**src/core/flash_host_consts.svh**
```systemverilog
// Timing counts, command values and unlock addresses for the flash host controller
`ifndef FLASH_HOST_CONSTS_SVH
`define FLASH_HOST_CONSTS_SVH
`define CLK_PERIOD_NS        10
`define SELECT_ACCESS_NS     90
`define SELECT_ACCESS_CYC    ((`SELECT_ACCESS_NS + `CLK_PERIOD_NS - 1) / `CLK_PERIOD_NS)
`define WRITE_PULSE_NS       50
`define WRITE_PULSE_CYC      ((`WRITE_PULSE_NS + `CLK_PERIOD_NS - 1) / `CLK_PERIOD_NS)
`define RESET_PULSE_MIN_NS   500
`define RESET_PULSE_MIN_CYC  ((`RESET_PULSE_MIN_NS + `CLK_PERIOD_NS - 1) / `CLK_PERIOD_NS)
`define RESET_TO_READ_NS     50
`define RESET_TO_READ_CYC    ((`RESET_TO_READ_NS + `CLK_PERIOD_NS - 1) / `CLK_PERIOD_NS)
`define CMD_RESET            16'h00F0
`define CMD_UNLOCK1          16'h00AA
`define CMD_UNLOCK2          16'h0055
`define CMD_IDENT            16'h0090
`define CMD_PROGRAM          16'h00A0
`define CMD_ERASE_SETUP      16'h0080
`define CMD_CHIP_ERASE       16'h0010
`define CMD_SECTOR_ERASE     16'h0030
`define CMD_BYPASS_ENTER     16'h0020
`define CMD_BYPASS_EXIT1     16'h0090
`define CMD_BYPASS_EXIT2     16'h0000
`define ADDR_WORD_U1         11'h555
`define ADDR_WORD_U2         11'h2AA
`define ADDR_BYTE_U1         12'hAAA
`define ADDR_BYTE_U2         12'h555
`define ADDR_ID_MFR          18'h00000
`define ADDR_ID_DEV          18'h00001
`endif

```
**src/core/flash_host_pkg.sv**
```systemverilog
// Types shared by the flash host controller
package flash_host_pkg;
  typedef enum logic [3:0] {
    OP_READ, OP_PROGRAM, OP_BYPASS_PROG, OP_BYPASS_ENTER, OP_BYPASS_EXIT,
    OP_CHIP_ERASE, OP_SECTOR_ERASE, OP_READ_ID, OP_RESET_CMD, OP_HW_RESET
  } op_t;
  typedef struct packed {
    op_t         op;
    logic [17:0] addr;
    logic [15:0] data;
    logic        byte_mode;
  } req_t;
  typedef struct packed {
    logic        chip_select_n;
    logic        output_gate_n;
    logic        write_strobe_n;
    logic        hard_reset_n;
    logic        byte_n;
    logic [18:0] addr;
    logic [15:0] dq_out;
    logic        dq_oe;
  } pins_t;
endpackage

```
**src/core/flash_host_ctrl.sv**
```systemverilog
// Host-side controller driving an asynchronous parallel flash through its pins
//
// What this block does
// - Read: select and gate low, strobe high
// - Write: select and strobe low, gate high
// - Unlock bypass programs in two writes
// - No read data before reset-to-read delay
// - Reset command returns to array reading
// - Unlock addresses 555/2AA word, AAA/555 byte
// - Only reset command or hardware reset leaves identifier mode
`timescale 1ns/10ps
`include "flash_host_consts.svh"

module flash_host_ctrl
(
  // Clock and reset
  input  wire logic                 clk,
  input  wire logic                 rst_n,
  // Request side
  input  wire logic                 req_valid,
  output logic                      req_ready,
  input  wire flash_host_pkg::req_t req,
  output logic                      rsp_valid,
  output logic [15:0]               rsp_data,
  output logic                      busy,
  // Flash pins
  output flash_host_pkg::pins_t     pins,
  input  wire logic [15:0]          dq_in,
  input  wire logic                 done_flag_n
);
  import flash_host_pkg::*;

  typedef enum logic [2:0] {
    ST_IDLE, ST_RD, ST_WR_LOW, ST_WR_HIGH, ST_RST_LOW, ST_RST_WAIT, ST_WAIT_DONE
  } state_t;

  typedef struct packed {
    state_t      st;
    req_t        cur;
    logic [2:0]  idx;
    logic [2:0]  cnt_len;
    logic [7:0]  cnt;
    logic        in_ident;
    pins_t       p;
    logic [15:0] rdata;
    logic        rvalid;
    logic [1:0]  done_sync;
    logic [31:0] dq_sync;
  } state_s_t;

  state_s_t s_q, s_d;

  // Number of write cycles each operation issues
  function automatic logic [2:0] seq_len(input op_t op);
    case (op)
      OP_PROGRAM:                              seq_len = 3'd4;
      OP_READ_ID, OP_BYPASS_ENTER:             seq_len = 3'd3;
      OP_CHIP_ERASE, OP_SECTOR_ERASE:          seq_len = 3'd6;
      OP_BYPASS_PROG, OP_BYPASS_EXIT:          seq_len = 3'd2;
      OP_RESET_CMD:                            seq_len = 3'd1;
      default:                                 seq_len = 3'd0;
    endcase
  endfunction

  // Unlock address for cycle position (word or byte mode)
  function automatic logic [18:0] unlock_addr(input logic first, input logic bm);
    if (bm)
      unlock_addr = first ? {7'h00, `ADDR_BYTE_U1} : {7'h00, `ADDR_BYTE_U2};
    else
      unlock_addr = first ? {7'h00, `ADDR_WORD_U1, 1'b0} : {7'h00, `ADDR_WORD_U2, 1'b0};
  endfunction

  // Address and data of write cycle i of an operation
  function automatic logic [34:0] cyc(input req_t r, input logic [2:0] i);
    logic [18:0] a;
    logic [15:0] d;
    logic [18:0] ua;
    a  = unlock_addr(1'b1, r.byte_mode);
    d  = `CMD_UNLOCK1;
    ua = {r.addr, 1'b0};
    case (r.op)
      OP_RESET_CMD:
      begin
        a = ua;
        d = `CMD_RESET;
      end
      OP_BYPASS_PROG:
      begin
        a = (i == 3'd0) ? unlock_addr(1'b1, r.byte_mode) : ua;
        d = (i == 3'd0) ? `CMD_PROGRAM : r.data;
      end
      OP_BYPASS_EXIT:
      begin
        a = ua;
        d = (i == 3'd0) ? `CMD_BYPASS_EXIT1 : `CMD_BYPASS_EXIT2;
      end
      default:
      begin
        case (i)
          3'd0: begin a = unlock_addr(1'b1, r.byte_mode); d = `CMD_UNLOCK1; end
          3'd1, 3'd4: begin a = unlock_addr(1'b0, r.byte_mode); d = `CMD_UNLOCK2; end
          3'd2:
          begin
            a = unlock_addr(1'b1, r.byte_mode);
            case (r.op)
              OP_PROGRAM:      d = `CMD_PROGRAM;
              OP_READ_ID:      d = `CMD_IDENT;
              OP_BYPASS_ENTER: d = `CMD_BYPASS_ENTER;
              default:         d = `CMD_ERASE_SETUP;
            endcase
          end
          3'd3:
          begin
            // Program data word, or first unlock of the erase confirm pair
            a = (r.op == OP_PROGRAM) ? ua : unlock_addr(1'b1, r.byte_mode);
            d = (r.op == OP_PROGRAM) ? r.data : `CMD_UNLOCK1;
          end
          default:
          begin
            // Sector picked by upper bits
            a = (r.op == OP_CHIP_ERASE) ? unlock_addr(1'b1, r.byte_mode) : ua;
            d = (r.op == OP_CHIP_ERASE) ? `CMD_CHIP_ERASE : `CMD_SECTOR_ERASE;
          end
        endcase
      end
    endcase
    cyc = {a, d};
  endfunction

  assign req_ready = (s_q.st == ST_IDLE);
  assign pins      = s_q.p;
  assign rsp_valid = s_q.rvalid;
  assign rsp_data  = s_q.rdata;
  assign busy      = (s_q.st != ST_IDLE);

  always_comb
  begin
    logic [34:0] c;
    c = '0;
    s_d = s_q;
    s_d.rvalid = 1'b0;
    s_d.done_sync = {s_q.done_sync[0], done_flag_n};
    s_d.dq_sync   = {s_q.dq_sync[15:0], dq_in};
    case (s_q.st)
      ST_IDLE:
      begin
        // Parked in standby: deselected, gate high so the device tristates
        s_d.p.chip_select_n  = 1'b1;
        s_d.p.output_gate_n  = 1'b1;
        s_d.p.write_strobe_n = 1'b1;
        s_d.p.dq_oe          = 1'b0;
        if (req_valid)
        begin
          s_d.cur = req;
          s_d.idx = 3'd0;
          s_d.cnt = 8'd0;
          s_d.cnt_len = seq_len(req.op);
          s_d.p.byte_n = ~req.byte_mode;
          case (req.op)
            OP_READ:
            begin
              s_d.st = ST_RD;
              s_d.p.addr = {req.addr, 1'b0};
              s_d.p.chip_select_n = 1'b0;
              s_d.p.output_gate_n = 1'b0;
            end
            OP_HW_RESET:
            begin
              s_d.st = ST_RST_LOW;
              s_d.p.hard_reset_n = 1'b0;
            end
            default:
              s_d.st = ST_WR_LOW;
          endcase
        end
      end
      ST_RD:
      begin
        // Device keeps array read mode, no command needed
        s_d.cnt = s_q.cnt + 8'd1;
        // Two extra cycles cover the data synchroniser
        if (s_q.cnt == 8'(`SELECT_ACCESS_CYC + 2))
        begin
          s_d.rdata  = s_q.cur.byte_mode ? {8'h00, s_q.dq_sync[23:16]} : s_q.dq_sync[31:16];
          s_d.rvalid = 1'b1;
          s_d.st     = ST_IDLE;
          s_d.p.chip_select_n = 1'b1;
          s_d.p.output_gate_n = 1'b1;
        end
      end
      ST_WR_LOW:
      begin
        c = cyc(s_q.cur, s_q.idx);
        s_d.p.addr   = c[34:16];
        s_d.p.dq_out = c[15:0];
        s_d.p.dq_oe  = 1'b1;                             // Gate stays high, no contention
        s_d.p.output_gate_n  = 1'b1;
        s_d.p.chip_select_n  = 1'b0;
        s_d.p.write_strobe_n = 1'b0;
        s_d.cnt = s_q.cnt + 8'd1;
        if (s_q.cnt == 8'(`WRITE_PULSE_CYC))
        begin
          s_d.cnt = 8'd0;
          s_d.st  = ST_WR_HIGH;
          s_d.p.write_strobe_n = 1'b1;                   // Data latched on rising edge
        end
      end
      ST_WR_HIGH:
      begin
        s_d.p.chip_select_n = 1'b1;
        s_d.cnt = s_q.cnt + 8'd1;
        if (s_q.cnt == 8'(`WRITE_PULSE_CYC))
        begin
          s_d.cnt   = 8'd0;
          s_d.p.dq_oe = 1'b0;
          s_d.idx   = s_q.idx + 3'd1;
          if (s_q.idx + 3'd1 == s_q.cnt_len)
          begin
            if (s_q.cur.op == OP_READ_ID)
              s_d.in_ident = 1'b1;
            else if (s_q.cur.op == OP_RESET_CMD)
              s_d.in_ident = 1'b0;
            s_d.st = (s_q.cur.op == OP_PROGRAM || s_q.cur.op == OP_BYPASS_PROG ||
                      s_q.cur.op == OP_CHIP_ERASE || s_q.cur.op == OP_SECTOR_ERASE)
                     ? ST_WAIT_DONE : ST_IDLE;
          end
          else
            s_d.st = ST_WR_LOW;
        end
      end
      ST_WAIT_DONE:
      begin
        // Deselected while the embedded algorithm runs; wait for flag release
        s_d.cnt = (s_q.cnt == 8'hFF) ? s_q.cnt : s_q.cnt + 8'd1;
        if (s_q.cnt > 8'd3 && s_q.done_sync[1])
          s_d.st = ST_IDLE;
      end
      ST_RST_LOW:
      begin
        s_d.in_ident = 1'b0;
        s_d.p.chip_select_n = 1'b1;
        s_d.p.dq_oe = 1'b0;
        s_d.cnt = s_q.cnt + 8'd1;
        if (s_q.cnt == 8'(`RESET_PULSE_MIN_CYC))
        begin
          s_d.cnt = 8'd0;
          s_d.p.hard_reset_n = 1'b1;
          s_d.st = ST_RST_WAIT;
        end
      end
      ST_RST_WAIT:
      begin
        // Hold off reads until recovery and busy flag release
        s_d.cnt = (s_q.cnt == 8'hFF) ? s_q.cnt : s_q.cnt + 8'd1;
        if (s_q.cnt >= 8'(`RESET_TO_READ_CYC) && s_q.done_sync[1])
          s_d.st = ST_IDLE;
      end
      default:
        s_d.st = ST_IDLE;
    endcase
  end

  always_ff @(posedge clk or negedge rst_n)
  begin
    if (!rst_n)
    begin
      s_q <= '0;
      s_q.st <= ST_IDLE;
      s_q.p.chip_select_n  <= 1'b1;
      s_q.p.output_gate_n  <= 1'b1;
      s_q.p.write_strobe_n <= 1'b1;
      s_q.p.hard_reset_n   <= 1'b1;
      s_q.p.byte_n         <= 1'b1;
    end
    else
      s_q <= s_d;
  end
endmodule // flash_host_ctrl

```
**config.mk**
```make
export PLATFORM = sky130hd
export DESIGN_NAME = flash_host_ctrl
export DESIGN_NICKNAME = d
export VERILOG_FILES = /design/src/core/flash_host_pkg.sv /design/src/core/flash_host_ctrl.sv
export VERILOG_INCLUDE_DIRS = /design/src /design/src/core
export SDC_FILE = /design/constraint.sdc
export NUM_CORES = 1
export LEC_CHECK = 0
export BUFFER_PORTS_ARGS = -buffer_cell sky130_fd_sc_hd__buf_2
export CORE_ASPECT_RATIO = 0.5
export CORE_MARGIN = 5
export CORE_UTILIZATION = 50
export CTS_CLUSTER_DIAMETER = 200
export DETAILED_ROUTE_END_ITERATION = 8
export PLACE_DENSITY = 0.84
export SLEW_MARGIN = 40
export SYNTH_ARGS = -nofsm -noshare
export SYNTH_HDL_FRONTEND = slang
export SYNTH_SLANG_ARGS = --single-unit
```
**constraint.sdc**
```tcl
create_clock -name clk -period 1.91 [get_ports clk]
set_input_delay 0.2865 -clock clk [delete_from_list [all_inputs] [get_ports clk]]
set_output_delay 0.2865 -clock clk [all_outputs]
set_load 0.1 [all_outputs]
```
Word level (Yosys, flattened, before mapping)
Memories as Yosys holds them, arrays and structs flattened.
Index checks and enable logic that the tools add are counted.
{"block": "word_totals", "memories": 1, "input_bits": 59, "regBits": 148, "mem_bits_ro": 48}
{"block": "classes", "n_eq_ne": 34, "n_bitwise": 1, "addsub": 2, "n_lt_le_gt_ge": 2, "mux": 52, "reduce_logical": 32}
{"memory": "(name not given)", "words": 16, "word_bits": 3, "read_ports": 1, "rd_clocked_by_memory_dff": 0, "write_ports": 0, "line_no": "flash_host_ctrl.sv:55", "text": "case (op)"}
{"operator": "$mux 19", "count": 4}
{"operator": "$pmux 19 s2", "count": 2}
{"operator": "$pmux 16 s4", "count": 1}
{"operator": "$pmux 19 s3", "count": 1}
{"operator": "$mux 56", "count": 1}
{"operator": "$mux 16", "count": 3}
{"operator": "$pmux 16 s3", "count": 1}
{"operator": "$pmux 8 s6", "count": 1}
{"operator": "$mux 8", "count": 4}
{"operator": "$mux 3", "count": 9}
{"operator": "$pmux 8 s3", "count": 1}
{"operator": "$mux 21", "count": 1}
{"operator": "$pmux 3 s7", "count": 1}
{"operator": "$eq 4x3->1 const B", "count": 4}
{"operator": "$ne 2x2->1 const B", "count": 8}
{"operator": "$eq 3x2->1 const B", "count": 4}
{"operator": "$eq 3x3->1 const B", "count": 4}
{"operator": "$pmux 3 s2", "count": 2}
{"operator": "$reduce_or 2->1", "count": 6}
{"operator": "$mux 1", "count": 10}
{"operator": "$reduce_and 2->1", "count": 5}
{"operator": "$mux 9", "count": 1}
{"operator": "$reduce_and 3->1", "count": 3}
{"operator": "$reduce_bool 3->1", "count": 3}
{"operator": "other kinds (29)", "count": 43}

Logic depth before layout (Yosys ltp)
Gate-level depths: netlist of run 1.
{"block": "depth", "ltp_word": 8, "depth_mapped": 9}

Least setup slack after synthesis of run 1
OpenSTA, ideal clock, no wires.
{"block": "synth_path", "path_type": "register -> output", "startpoint": "register s_q[148] in the netlist's numbering", "endpoint": "output port busy", "path_buffers": 2, "path_stages_with_launch": 6, "path_slack_ns": -1.611, "t_arrival_ns": 3.234, "required_time_ns": 1.623, "cell_sequence": "dfrtp_1 > buf_2 > or2_2 > clkbuf_1 > nor2_1 > inv_1"}
{"block": "synth_between", "elab_chain_cells": 1}
{"item": "start: declaration", "line_no": "flash_host_ctrl.sv:51", "text": "state_s_t s_q, s_d;"}
{"item": "$reduce_bool 3->1", "line_no": "flash_host_ctrl.sv:134", "text": "assign busy = (s_q.st != ST_IDLE);"}
{"item": "end: declaration", "line_no": "flash_host_ctrl.sv:25", "text": "output logic busy,"}
Every way passes these cells.

Worst setup path in the final report of run 1
{"block": "layout_path", "startpoint": "register s_q[96] in the netlist's numbering", "endpoint": "register s_q[93] in the netlist's numbering"}
{"block": "layout_between", "elab_chain_cells": 3, "elab_cells_between_ends": 9, "cone_classes": "eq/ne: 4; mux: 4; reduce/logical: 1"}
{"item": "$eq 8x6->1 (tied with other cells)", "line_no": "flash_host_ctrl.sv:244", "text": "if (s_q.cnt == 8'(`RESET_PULSE_MIN_CYC))"}
{"item": "$mux 8 (tied with other cells)", "line_no": "flash_host_ctrl.sv:244"}
{"item": "$pmux 8 s6 or $reduce_and 3->1 (tied branches)"}
Several ways; a longest one is shown, not always the timed one. The select of a mux whose other input is x is not followed.
A chain may end at the register's enable or synchronous reset.

==> impl_metrics.tcl, run 1 <==
set metrics [dict create \
    status "complete, but fails checks" \
    violations "negative setup slack" \
    max_slew_margin_pct 59.0 \
    synthArstFlopShare_pct 100 \
    grt_pass1_wl_um 27900 \
    cp_data_required_time_ns 2.22 \
    cp.arrival_ns 2.31 \
    hold_ws_ns 0.0450 \
    p_seq_share_pct 43.2 \
    reg2reg_depth 6 \
    grtUsageMet2_pct 35.9 \
    placed_cells 961 \
    r2r-end "s_q[93]$_DFFE_PN0P_" \
    dieWidth_um 175 \
    path_max_fanout 7 \
    reg2reg_from "s_q[96]$_DFFE_PN0P_" \
    grt_antenna_before_repair 0 \
    fin_cells 1031 \
    post_drt_wl_per_cell_um 16.8 \
    synth_cells 694 \
    firstDrtPassIters 6 \
    setup_viol 10 \
    synth_flop_cell "dfrtp_1" \
    cts_made_buffers 17 \
    slowest_stage "or4_4" \
    syn_area_per_cell_um2 9.84 \
    die_h_um 92.6 \
    yosysSeqAreaShare_pct 54.3 \
    finalHoldViolCount 0 \
    internal_power_mw 5.51 \
    synthDistinctLibCells 62 \
    area_growth_pct 28.8 \
    place_hpwl_um 11300 \
    clk_pin_slew_worst_paths_ns 0.07 \
    switching_power_mw 2.46 \
    p_leak_nw 4.43 \
    detail-route-antenna-nets 0 \
    ctsLongestPathBuffers 2 \
    crit_start "s_q[96]$_DFFE_PN0P_" \
    grt_use_total_pct 21.3 \
    h-tree-depth 4 \
    drv_slew 0 \
    wl_um 17300 \
    drv_cap 0 \
    fin_crit_ns 2.00 \
    vias_per_cell 5.41 \
    cp-end-kind "flop" \
    grt_pass1_vias 5670 \
    syn_nets 765 \
    yosys_warnings 0 \
    num_io_pins 119 \
    max_freq_mhz 500 \
    worst-path-buf-inv 1 \
    fin_nets 913 \
    rsz0062_at_grt "true" \
    finalWorstSetupSlack_ns -0.0906 \
    p_sw_share_pct 30.9 \
    drt_iter0_markers 508 \
    gp_congestion 0.962 \
    multi_input_area_mm2 0.00273 \
    n_antenna_cell 0 \
    tritoncts "yes" \
    tightest_slew_ns 0.613 \
    start_util_pct 50.7 \
    period_share_pct 105 \
    grtUsageMet1_pct 27.2 \
    place.port_buffers 118 \
    pwr-share-clk_pct 41.7 \
    worstSetupStartpointType "flop" \
    crit_type "reg2reg" \
    regArea_mm2 0.00372 \
    critPathMaxStageDelay_ns 0.54 \
    ir_drop_mv 0.543 \
    gr-total-overflow 0 \
    fill_cells 975 \
    layout-drive-gt1-share_pct 34.6 \
    clock_skew_ns 0.0144 \
    combPwrFrac_pct 15.1 \
    powerDensity_mw_per_mm2 907 \
    r2r_slack_ns -0.09 \
    path_depth 6 \
    netlist_area_mm2 0.00683 \
    drc_errors 0 \
    cts-root-buf "clkbuf_16" \
    synth.ff_latch_count 148 \
    grt_util_met3_pct 4.49 \
    rows 30 \
    die_area_mm2 0.0162 \
    clock_latency_ns 0.43 \
    top_usage_layer "met2" \
    synth.largest_area_cell "dfrtp_1" \
    synth.top_cells.by_area "dfrtp_1, nand2_1, buf_4, a22o_1, o21ai_0" \
    coreArea_mm2 0.0135 \
    synth_edf_count 0 \
    synth_top_area_share_pct 52.4 \
    crit_chain "or4_4 -> o31a_1 -> a211oi_4 -> buf_6 -> nor2_4 -> mux2_4" \
    grt_max_degree 58 \
    crit_family "simple AND/OR/NAND/NOR gates" \
    endpoint "s_q[93]$_DFFE_PN0P_" \
    vias 5573 \
    worst_hold_path_type "in2reg" \
    clock-sinks 148 \
]
==> state kept, by name, indices dropped and copies added, names as in the netlist <==
register	cells
rsp_data	16
rsp_valid	1
s_d	17
s_q	73
pins	41
==> power groups by stage <==
stage          Clock, mW  Sequential (mW)  Combinational [mW]
6_report            3.33             3.44                1.20
4_1_cts             3.39             3.44                1.17
3_5_place_dp           0             3.49                1.12
5_1_grt             3.56             3.46                1.29
3_3_place_gp           0             3.48                1.10
2_1_floorplan          0             3.49               0.753
==> stage by stage <==
stage / power, mW / TNS (ns) / cell area [µm²] / setup slack, ns / utilization (%)
floorplan: 4.24 / -7.52 / 6890 / -0.431 / -
global placement: 4.57 / -0.121 / 7640 / -0.0447 / 56.7
detailed placement: 4.61 / -1.53 / 7640 / -0.103 / 56.7
CTS: 8.00 / -0.520 / 8560 / -0.0958 / 63.5
global route: 8.31 / -1.46 / 8790 / -0.161 / 65.3
finish: 7.97 / -0.457 / 8790 / -0.0906 / 65.3
==> layer usage <==
metal	up-vias	wire length, µm	part of all wire (%)
li1	2610	-	-
met1	2701	7210	42
met2	229	8710	50
met3	33	1050	6.1
met4	0	304	1.8
met5	-	0	0
==> area by class of cell <==
cell class / count / area share [%]
Multi-Input combinational cell: 442 / 31.0
Tap cell: 176 / 2.50
Clock buffer: 17 / 4.84
Clock inverter: 15 / 2.08
Inverter: 18 / 0.811
Timing Repair Buffer: 215 / 16.5
Sequential cell: 148 / 42.3
==> cell usage after synthesis (4+ instances only) <==
cell	instances
a221o_1	6
nor2_1	31
nor2b_1	5
nand3_1	14
buf_4	57
dfstp_2	5
mux2_2	8
a31oi_1	9
a22o_1	21
nand2_1	185
o21ai_1	5
ha_1	12
dfrtp_1	143
inv_1	17
clkbuf_1	22
a21o_1	7
a21oi_1	19
nand2b_1	7
o31ai_1	4
buf_2	5
nor3_1	6
o21ai_0	35
mux2i_1	5
o211ai_1	5
==> worst min path at each step <==
stage            start                   end  slack (ns)  cells past startpoint
2_1_floorplan    rst_n   pins[0]$_DFFE_PN0P_      -0.009                      0
3_3_place_gp     rst_n   pins[7]$_DFFE_PN0P_        0.30                      1
3_5_place_dp     rst_n  s_q[101]$_DFFE_PN0P_        0.31                      1
4_1_cts         req[0]  pins[36]$_DFFE_PN1P_        0.04                      2
5_1_grt        req[11]  s_q[118]$_DFFE_PN0P_        0.05                      3
6_report        req[0]  pins[36]$_DFFE_PN1P_        0.04                      2
==> kinds of logic (layout without fill, tap and decap cells) <==
| kind of cell | count (synthesis) | in the layout | share of synthesized area (%) |
|---|---|---|---|
| and+or+nand+nor | 272 | 272 | 17.4 |
| DFF | 148 | 148 | 54.3 |
| AOI/OAI and AO/OA | 136 | 136 | 13.8 |
| buffers and inverters | 104 | 265 | 8.94 |
| muxes | 16 | 16 | 2.55 |
| adders and majority gates | 12 | 12 | 2.20 |
| xor gates and xnor gates | 6 | 6 | 0.770 |
==> placed cells by master (no fill, tap or decap), types with 6 or more instances in the layout <==
master         instances
a21o_1                 7
a21oi_1               16
a221o_1                6
a22o_1                21
a31oi_1                9
buf_2                115
buf_4                 71
buf_6                  6
clkbuf_16             17
dfrtp_1              136
dfrtp_2                7
dlygate4sd3_1         18
ha_1                   7
inv_1                 14
inv_8                  6
mux2_2                 7
nand2_1              184
nand2b_1               6
nand3_1               14
nor2_1                23
nor2_2                 6
o21ai_0               33
==> repair_timing <==
action                                  in CTS  in global routing
pin swaps                                    8                 17
cloned                                       0                  0
endpoints found under the setup margin      34                 53
buffers inserted                             6                 14
hold endpoints to repair                    66                  0
gates resized for setup                     23                 30
hold buffers                                18                  0
Power figures use the tool's default switching activity.
==> run 2: changes to the inputs <==
--- a/config.mk
+++ b/config.mk
@@ -10,8 +10,10 @@
 export CORE_ASPECT_RATIO = 0.5
 export CORE_MARGIN = 5
 export CORE_UTILIZATION = 50
+export CTS_BUF_LIST = sky130_fd_sc_hd__clkbuf_4 sky130_fd_sc_hd__clkbuf_8
 export CTS_CLUSTER_DIAMETER = 200
 export DETAILED_ROUTE_END_ITERATION = 8
+export HOLD_SLACK_MARGIN = 0.12
 export PLACE_DENSITY = 0.84
 export SLEW_MARGIN = 40
 export SYNTH_ARGS = -nofsm -noshare
==> run 2 against run 1 <==
  * The run still ends with negative setup slack left
  * Maximum frequency decreased by 3.0%
  * Global-route usage increased by 0.60 points
  * First-iteration DRC count decreased by 5.3%
  * Non-clock buffer count increased by 43
  * Sequential power about the same
  * Critical path type unchanged
  * Critical endpoint is now pins[18]$_DFFE_PN0P_
  * Largest power group unchanged
==> impl_metrics.tcl, run 2 (synthesis results as in run 1) <==
set metrics [dict create \
    status "complete, but fails checks" \
    violations "negative setup slack" \
    fin_nets 956 \
    tightest_slew_ns 0.770 \
    cp_data_required_time_ns 2.22 \
    tritoncts "yes" \
    num_io_pins 119 \
    drt_iter0_markers 481 \
    wl_um 18400 \
    finalPower_mw 7.19 \
    clk_pin_slew_worst_paths_ns 0.10 \
    grt_use_total_pct 21.9 \
    largest-register "s_q" \
    vias_per_cell 5.47 \
    place_hpwl_um 11300 \
    detail-route-antenna-nets 0 \
    start_util_pct 50.7 \
    min_delay_path_depth 3 \
    place_area_mm2 0.00764 \
    post_drt_wl_per_cell_um 17.1 \
    layout-drive-gt1-share_pct 33.6 \
    reg2reg_depth 8 \
    drv_slew 0 \
    drv_cap 0 \
    path_max_fanout 6 \
    die_h_um 92.6 \
    worstSetupStartpointType "flop" \
    clock_latency_ns 0.45 \
    clock-sinks 148 \
    ir_drop_mv 0.426 \
    setup_viol 27 \
    finalWorstSetupSlack_ns -0.153 \
    place.port_buffers 118 \
    hold_ws_ns 0.150 \
    dieWidth_um 175 \
    n_antenna_cell 0 \
    ctsLongestPathBuffers 2 \
    drc_errors 0 \
    final_cell_mix "nand2_1, dfrtp_1, buf_2" \
    gr-total-overflow 0 \
    vias 5876 \
    grt_pass1_vias 5970 \
    finalHoldViolCount 0 \
    crit_type "reg2reg" \
    final_common_cell "nand2_1" \
    grt_antenna_before_repair 0 \
    cp-end-kind "flop" \
    cts-root-buf "clkbuf_8" \
    fin_cells 1074 \
    regArea_mm2 0.00372 \
    placed_cells 961 \
    rsz0062_at_grt "true" \
    gp_congestion 0.962 \
    fin_area_mm2 0.00898 \
    max_freq_mhz 485 \
    fin_crit_ns 2.06 \
    fill_cells 948 \
    clock_skew_ns 0.0146 \
    area_growth_pct 31.5 \
    worst_hold_path_type "in2reg" \
    p_leak_nw 4.51 \
    timing.setup.tns_ns -1.39 \
    grt_max_degree 58 \
    multi_input_area_mm2 0.00270 \
    die_area_mm2 0.0162 \
    powerDensity_mw_per_mm2 801 \
    coreArea_mm2 0.0135 \
    h-tree-depth 4 \
    period_share_pct 108 \
    cp.arrival_ns 2.37 \
    firstDrtPassIters 5 \
    max_slew_margin_pct 48.7 \
    largest_reg_flops 73 \
    rows 30 \
    cts_made_buffers 17 \
    grt_pass1_wl_um 28800 \
]
run 2: cell types whose count changed in the layout (fill, tap and decap cells not counted), sizes merged:
cell | before | now
buf | 196 | 204
dlygate4sd3 | 18 | 53
dlymetal6s2s | 1 | 0
clkbuf | 17 | 18
run 2: metrics by stage:
| step | setup slack, ns | util (%) |
|---|---|---|
| 2_1_floorplan | -0.431 | - |
| 3_5_place_dp | -0.103 | 56.7 |
| 3_3_place_gp | -0.0447 | 56.7 |
| 5_1_grt | -0.190 | 66.6 |
| 6_report | -0.153 | 66.6 |
| 4_1_cts | -0.104 | 64.8 |
run 2: routing by layer:
metal	vias up	track usage (%)	wire [µm]	part of all wire [%]
li1	2688	-	-	-
met1	2832	26.8	7430	40
met2	281	37.2	9040	49
met3	75	4.98	1230	6.7
met4	0	10.1	704	3.8
met5	-	0	0	0
run 2: final cells by class:
class	instances	share of cell area [%]
clock buffer	17	2.61
timing repair buffer	258	20.6
inverter	18	0.795
sequential	148	41.4
multi-input combinational	442	30.1
tap	176	2.45
clock inverter	15	2.04
run 2: timing repair:
item                                   CTS  global route
setup endpoints to repair               35            58
endpoints found under the hold margin  102             0
setup buffers                            6            22
resized for setup                       27            25
hold buffers                            53             0
pin swaps                                9            15
run 2: report_power, final:
part	internal [mW]	leakage, nW	switching [mW]
clock	1.01	0.206	1.47
combinational	0.467	2.44	0.807
sequential	3.32	1.86	0.125
total	4.79	4.51	2.40
run 2: worst paths after layout:
check	startpoint	endpoint	slack, ns
worst max-delay path	s_q[104]$_DFFE_PN0P_	pins[18]$_DFFE_PN0P_	-0.15
worst min-delay path	req[36]	s_q[102]$_DFFE_PN0P_	0.15
min in group asynchronous	rst_n	s_q[101]$_DFFE_PN0P_	0.36
worst min register to register	s_d[31]$_DFF_PN0_	s_q[31]$_DFF_PN0_	0.34
max in group asynchronous	rst_n	pins[37]$_DFFE_PN1P_	0.93
worst max register to register	s_q[104]$_DFFE_PN0P_	pins[18]$_DFFE_PN0P_	-0.15
run 2: worst max-delay path, stage by stage (launching register included):
cell      delay, ns
dfrtp_1        0.45
inv_2          0.11
ha_4           0.18
mux2i_4        0.09
a211oi_2       0.26
a21oi_1        0.12
buf_4          0.18
a222oi_1       0.39
nand2_1        0.14
==> run 3: changes to the inputs <==
--- a/config.mk
+++ b/config.mk
@@ -6,7 +6,7 @@
 export SDC_FILE = /design/constraint.sdc
 export NUM_CORES = 1
 export LEC_CHECK = 0
-export BUFFER_PORTS_ARGS = -buffer_cell sky130_fd_sc_hd__buf_2
+export BUFFER_PORTS_ARGS = -buffer_cell sky130_fd_sc_hd__buf_4
 export CORE_ASPECT_RATIO = 0.5
 export CORE_MARGIN = 5
 export CORE_UTILIZATION = 50
==> run 3 against run 2 <==
  * Largest cell class unchanged
  * Maximum frequency increased by 4.8%
  * Combinational power is 5% higher
  * Sequential share of layout area down 0.99 points
  * Critical path depth unchanged
  * Global-route usage fell by 0.19 points
  * Cell count down 1.2%
  * Critical endpoint unchanged
  * Setup slack improved by 0.095 ns
  * First-iteration DRC count increased by 27%
  * Sequential power about the same
  * Via count decreased by 1.6%
  * Clock power fell by 2%
  * The run still ends with negative setup slack left
  * Hold slack improved by 0.0020 ns
==> impl_metrics.tcl, run 3 (synthesis results as in run 1) <==
set metrics [dict create \
    cp.arrival_ns 2.28 \
    worst_hold_path_type "in2reg" \
    status "complete, but fails checks" \
    largest-register "s_q" \
    dieWidth_um 175 \
    tritoncts "yes" \
    num_io_pins 119 \
    grt_antenna_before_repair 0 \
    clock-sinks 148 \
    firstDrtPassIters 6 \
    setup_viol 11 \
    wl_um 17900 \
    finalHoldViolCount 0 \
    drv_cap 0 \
    drv_slew 0 \
    period_share_pct 103 \
    grt_pass1_vias 5870 \
    drc_errors 0 \
    critPathMaxStageDelay_ns 0.42 \
    clock_skew_ns 0.0158 \
    crit_type "reg2reg" \
    final_common_cell "nand2_1" \
    crit_chain "inv_2 -> ha_4 -> mux2i_4 -> a211oi_4 -> a21oi_1 -> buf_4 -> a222oi_1 -> nand2_1" \
    fin_crit_ns 1.97 \
    die_area_mm2 0.0162 \
    h-tree-depth 4 \
    cp_data_required_time_ns 2.22 \
    drt_iter0_markers 613 \
    cts_made_buffers 17 \
    n_antenna_cell 0 \
    finalPower_mw 7.22 \
    fin_cells 1061 \
    tightest_slew_ns 0.508 \
    placed_cells 962 \
    path_max_fanout 6 \
    largest_reg_flops 73 \
    worstSetupStartpointType "flop" \
    finalWorstSetupSlack_ns -0.0579 \
    layout-drive-gt1-share_pct 32.9 \
    gp_congestion 0.967 \
    cp-end-kind "flop" \
    clock_latency_ns 0.44 \
    max_freq_mhz 508 \
    rows 30 \
    place_hpwl_um 11400 \
    p_leak_nw 4.50 \
    powerDensity_mw_per_mm2 785 \
    max_slew_margin_pct 66.1 \
    vias 5781 \
    coreArea_mm2 0.0135 \
    ir_drop_mv 0.406 \
    place.port_buffers 118 \
    ctsLongestPathBuffers 2 \
    die_h_um 92.6 \
    cts-root-buf "clkbuf_8" \
    violations "negative setup slack" \
    vias_per_cell 5.45 \
    start_util_pct 50.7 \
    grt_use_total_pct 21.7 \
    grt_pass1_wl_um 28500 \
    timing.setup.tns_ns -0.383 \
    fin_nets 943 \
    grt_max_degree 48 \
    hold_ws_ns 0.152 \
    final_cell_mix "nand2_1, buf_4, dfrtp_1" \
    slowest_stage "dfrtp_1" \
    post_drt_wl_per_cell_um 16.9 \
    clk_pin_slew_worst_paths_ns 0.09 \
    detail-route-antenna-nets 0 \
    rsz0062_at_grt "true" \
    area_growth_pct 34.7 \
    gr-total-overflow 0 \
]
[run 3: cell count changes in the layout (fill, tap and decap cells not counted), sizes merged]
cell,before,now
buf,204,190
clkinv,8,5
bufinv,0,1
dlygate4sd3,53,54
clkinvlp,2,4
[run 3: final cells by class]
cell class,instances,area [µm²]
Multi-Input combinational cell,442,2730
Tap cell,176,220
Inverter,18,71.3
Fill cell,929,4280
Timing Repair Buffer,245,2050
Clock inverter,15,164
Clock buffer,17,234
Sequential cell,148,3720
[run 3: worst max-delay path: cells and delay by family, from the launching register on]
family / cells / cell delay (ns)
and+or+nand+nor: 1 / 0.10
AOI/OAI and AO/OA: 3 / 0.68
buffers and inverters: 2 / 0.31
muxes: 1 / 0.11
adders and majority gates: 1 / 0.21
DFF: 1 / 0.42
[run 3: final timing paths]
kind / startpoint / end / slack, ns / cells past startpoint
setup / recovery: s_q[105]$_DFFE_PN0P_ / pins[18]$_DFFE_PN0P_ / -0.06 / 8
hold / removal: req[37] / s_q[144]$_DFFE_PN0P_ / 0.15 / 3
setup reg to reg: s_q[105]$_DFFE_PN0P_ / pins[18]$_DFFE_PN0P_ / -0.06 / 8
hold reg to reg: s_d[20]$_DFF_PN0_ / s_q[20]$_DFF_PN0_ / 0.35 / 0
max in group asynchronous: rst_n / pins[36]$_DFFE_PN1P_ / 0.89 / 3
min in group asynchronous: rst_n / pins[4]$_DFFE_PN0P_ / 0.33 / 2
[run 3: per-stage QoR]
stage	instance area (µm²)	setup slack, ns	util (%)
after global placement	7940	-0.0297	58.9
after CTS	8970	-0.0537	66.5
after floorplan	6890	-0.431	-
after global routing	9190	-0.148	68.2
final	9190	-0.0579	68.2
after detailed placement	7940	-0.0808	58.9
[run 3: repair_timing]
action                                  4_1_cts  5_1_grt
setup buffers                                 3       10
endpoints found under the hold margin        99        0
pin swaps                                     5       16
gates resized for setup                      19       37
cloned                                        0        0
endpoints found under the setup margin       32       42
hold buffers                                 54        0
[run 3: layer usage]
layer | share of wire [%] | GRT usage (%)
met4 | 4.3 | 10.5
met2 | 48 | 36.1
met3 | 6.0 | 4.16
met1 | 41 | 27.5
met5 | 0 | 0
[run 3: report_power, final]
part | internal, mW | switching (mW)
clock network | 1.09 | 1.36
registers | 3.31 | 0.130
logic | 0.528 | 0.798
total | 4.93 | 2.28
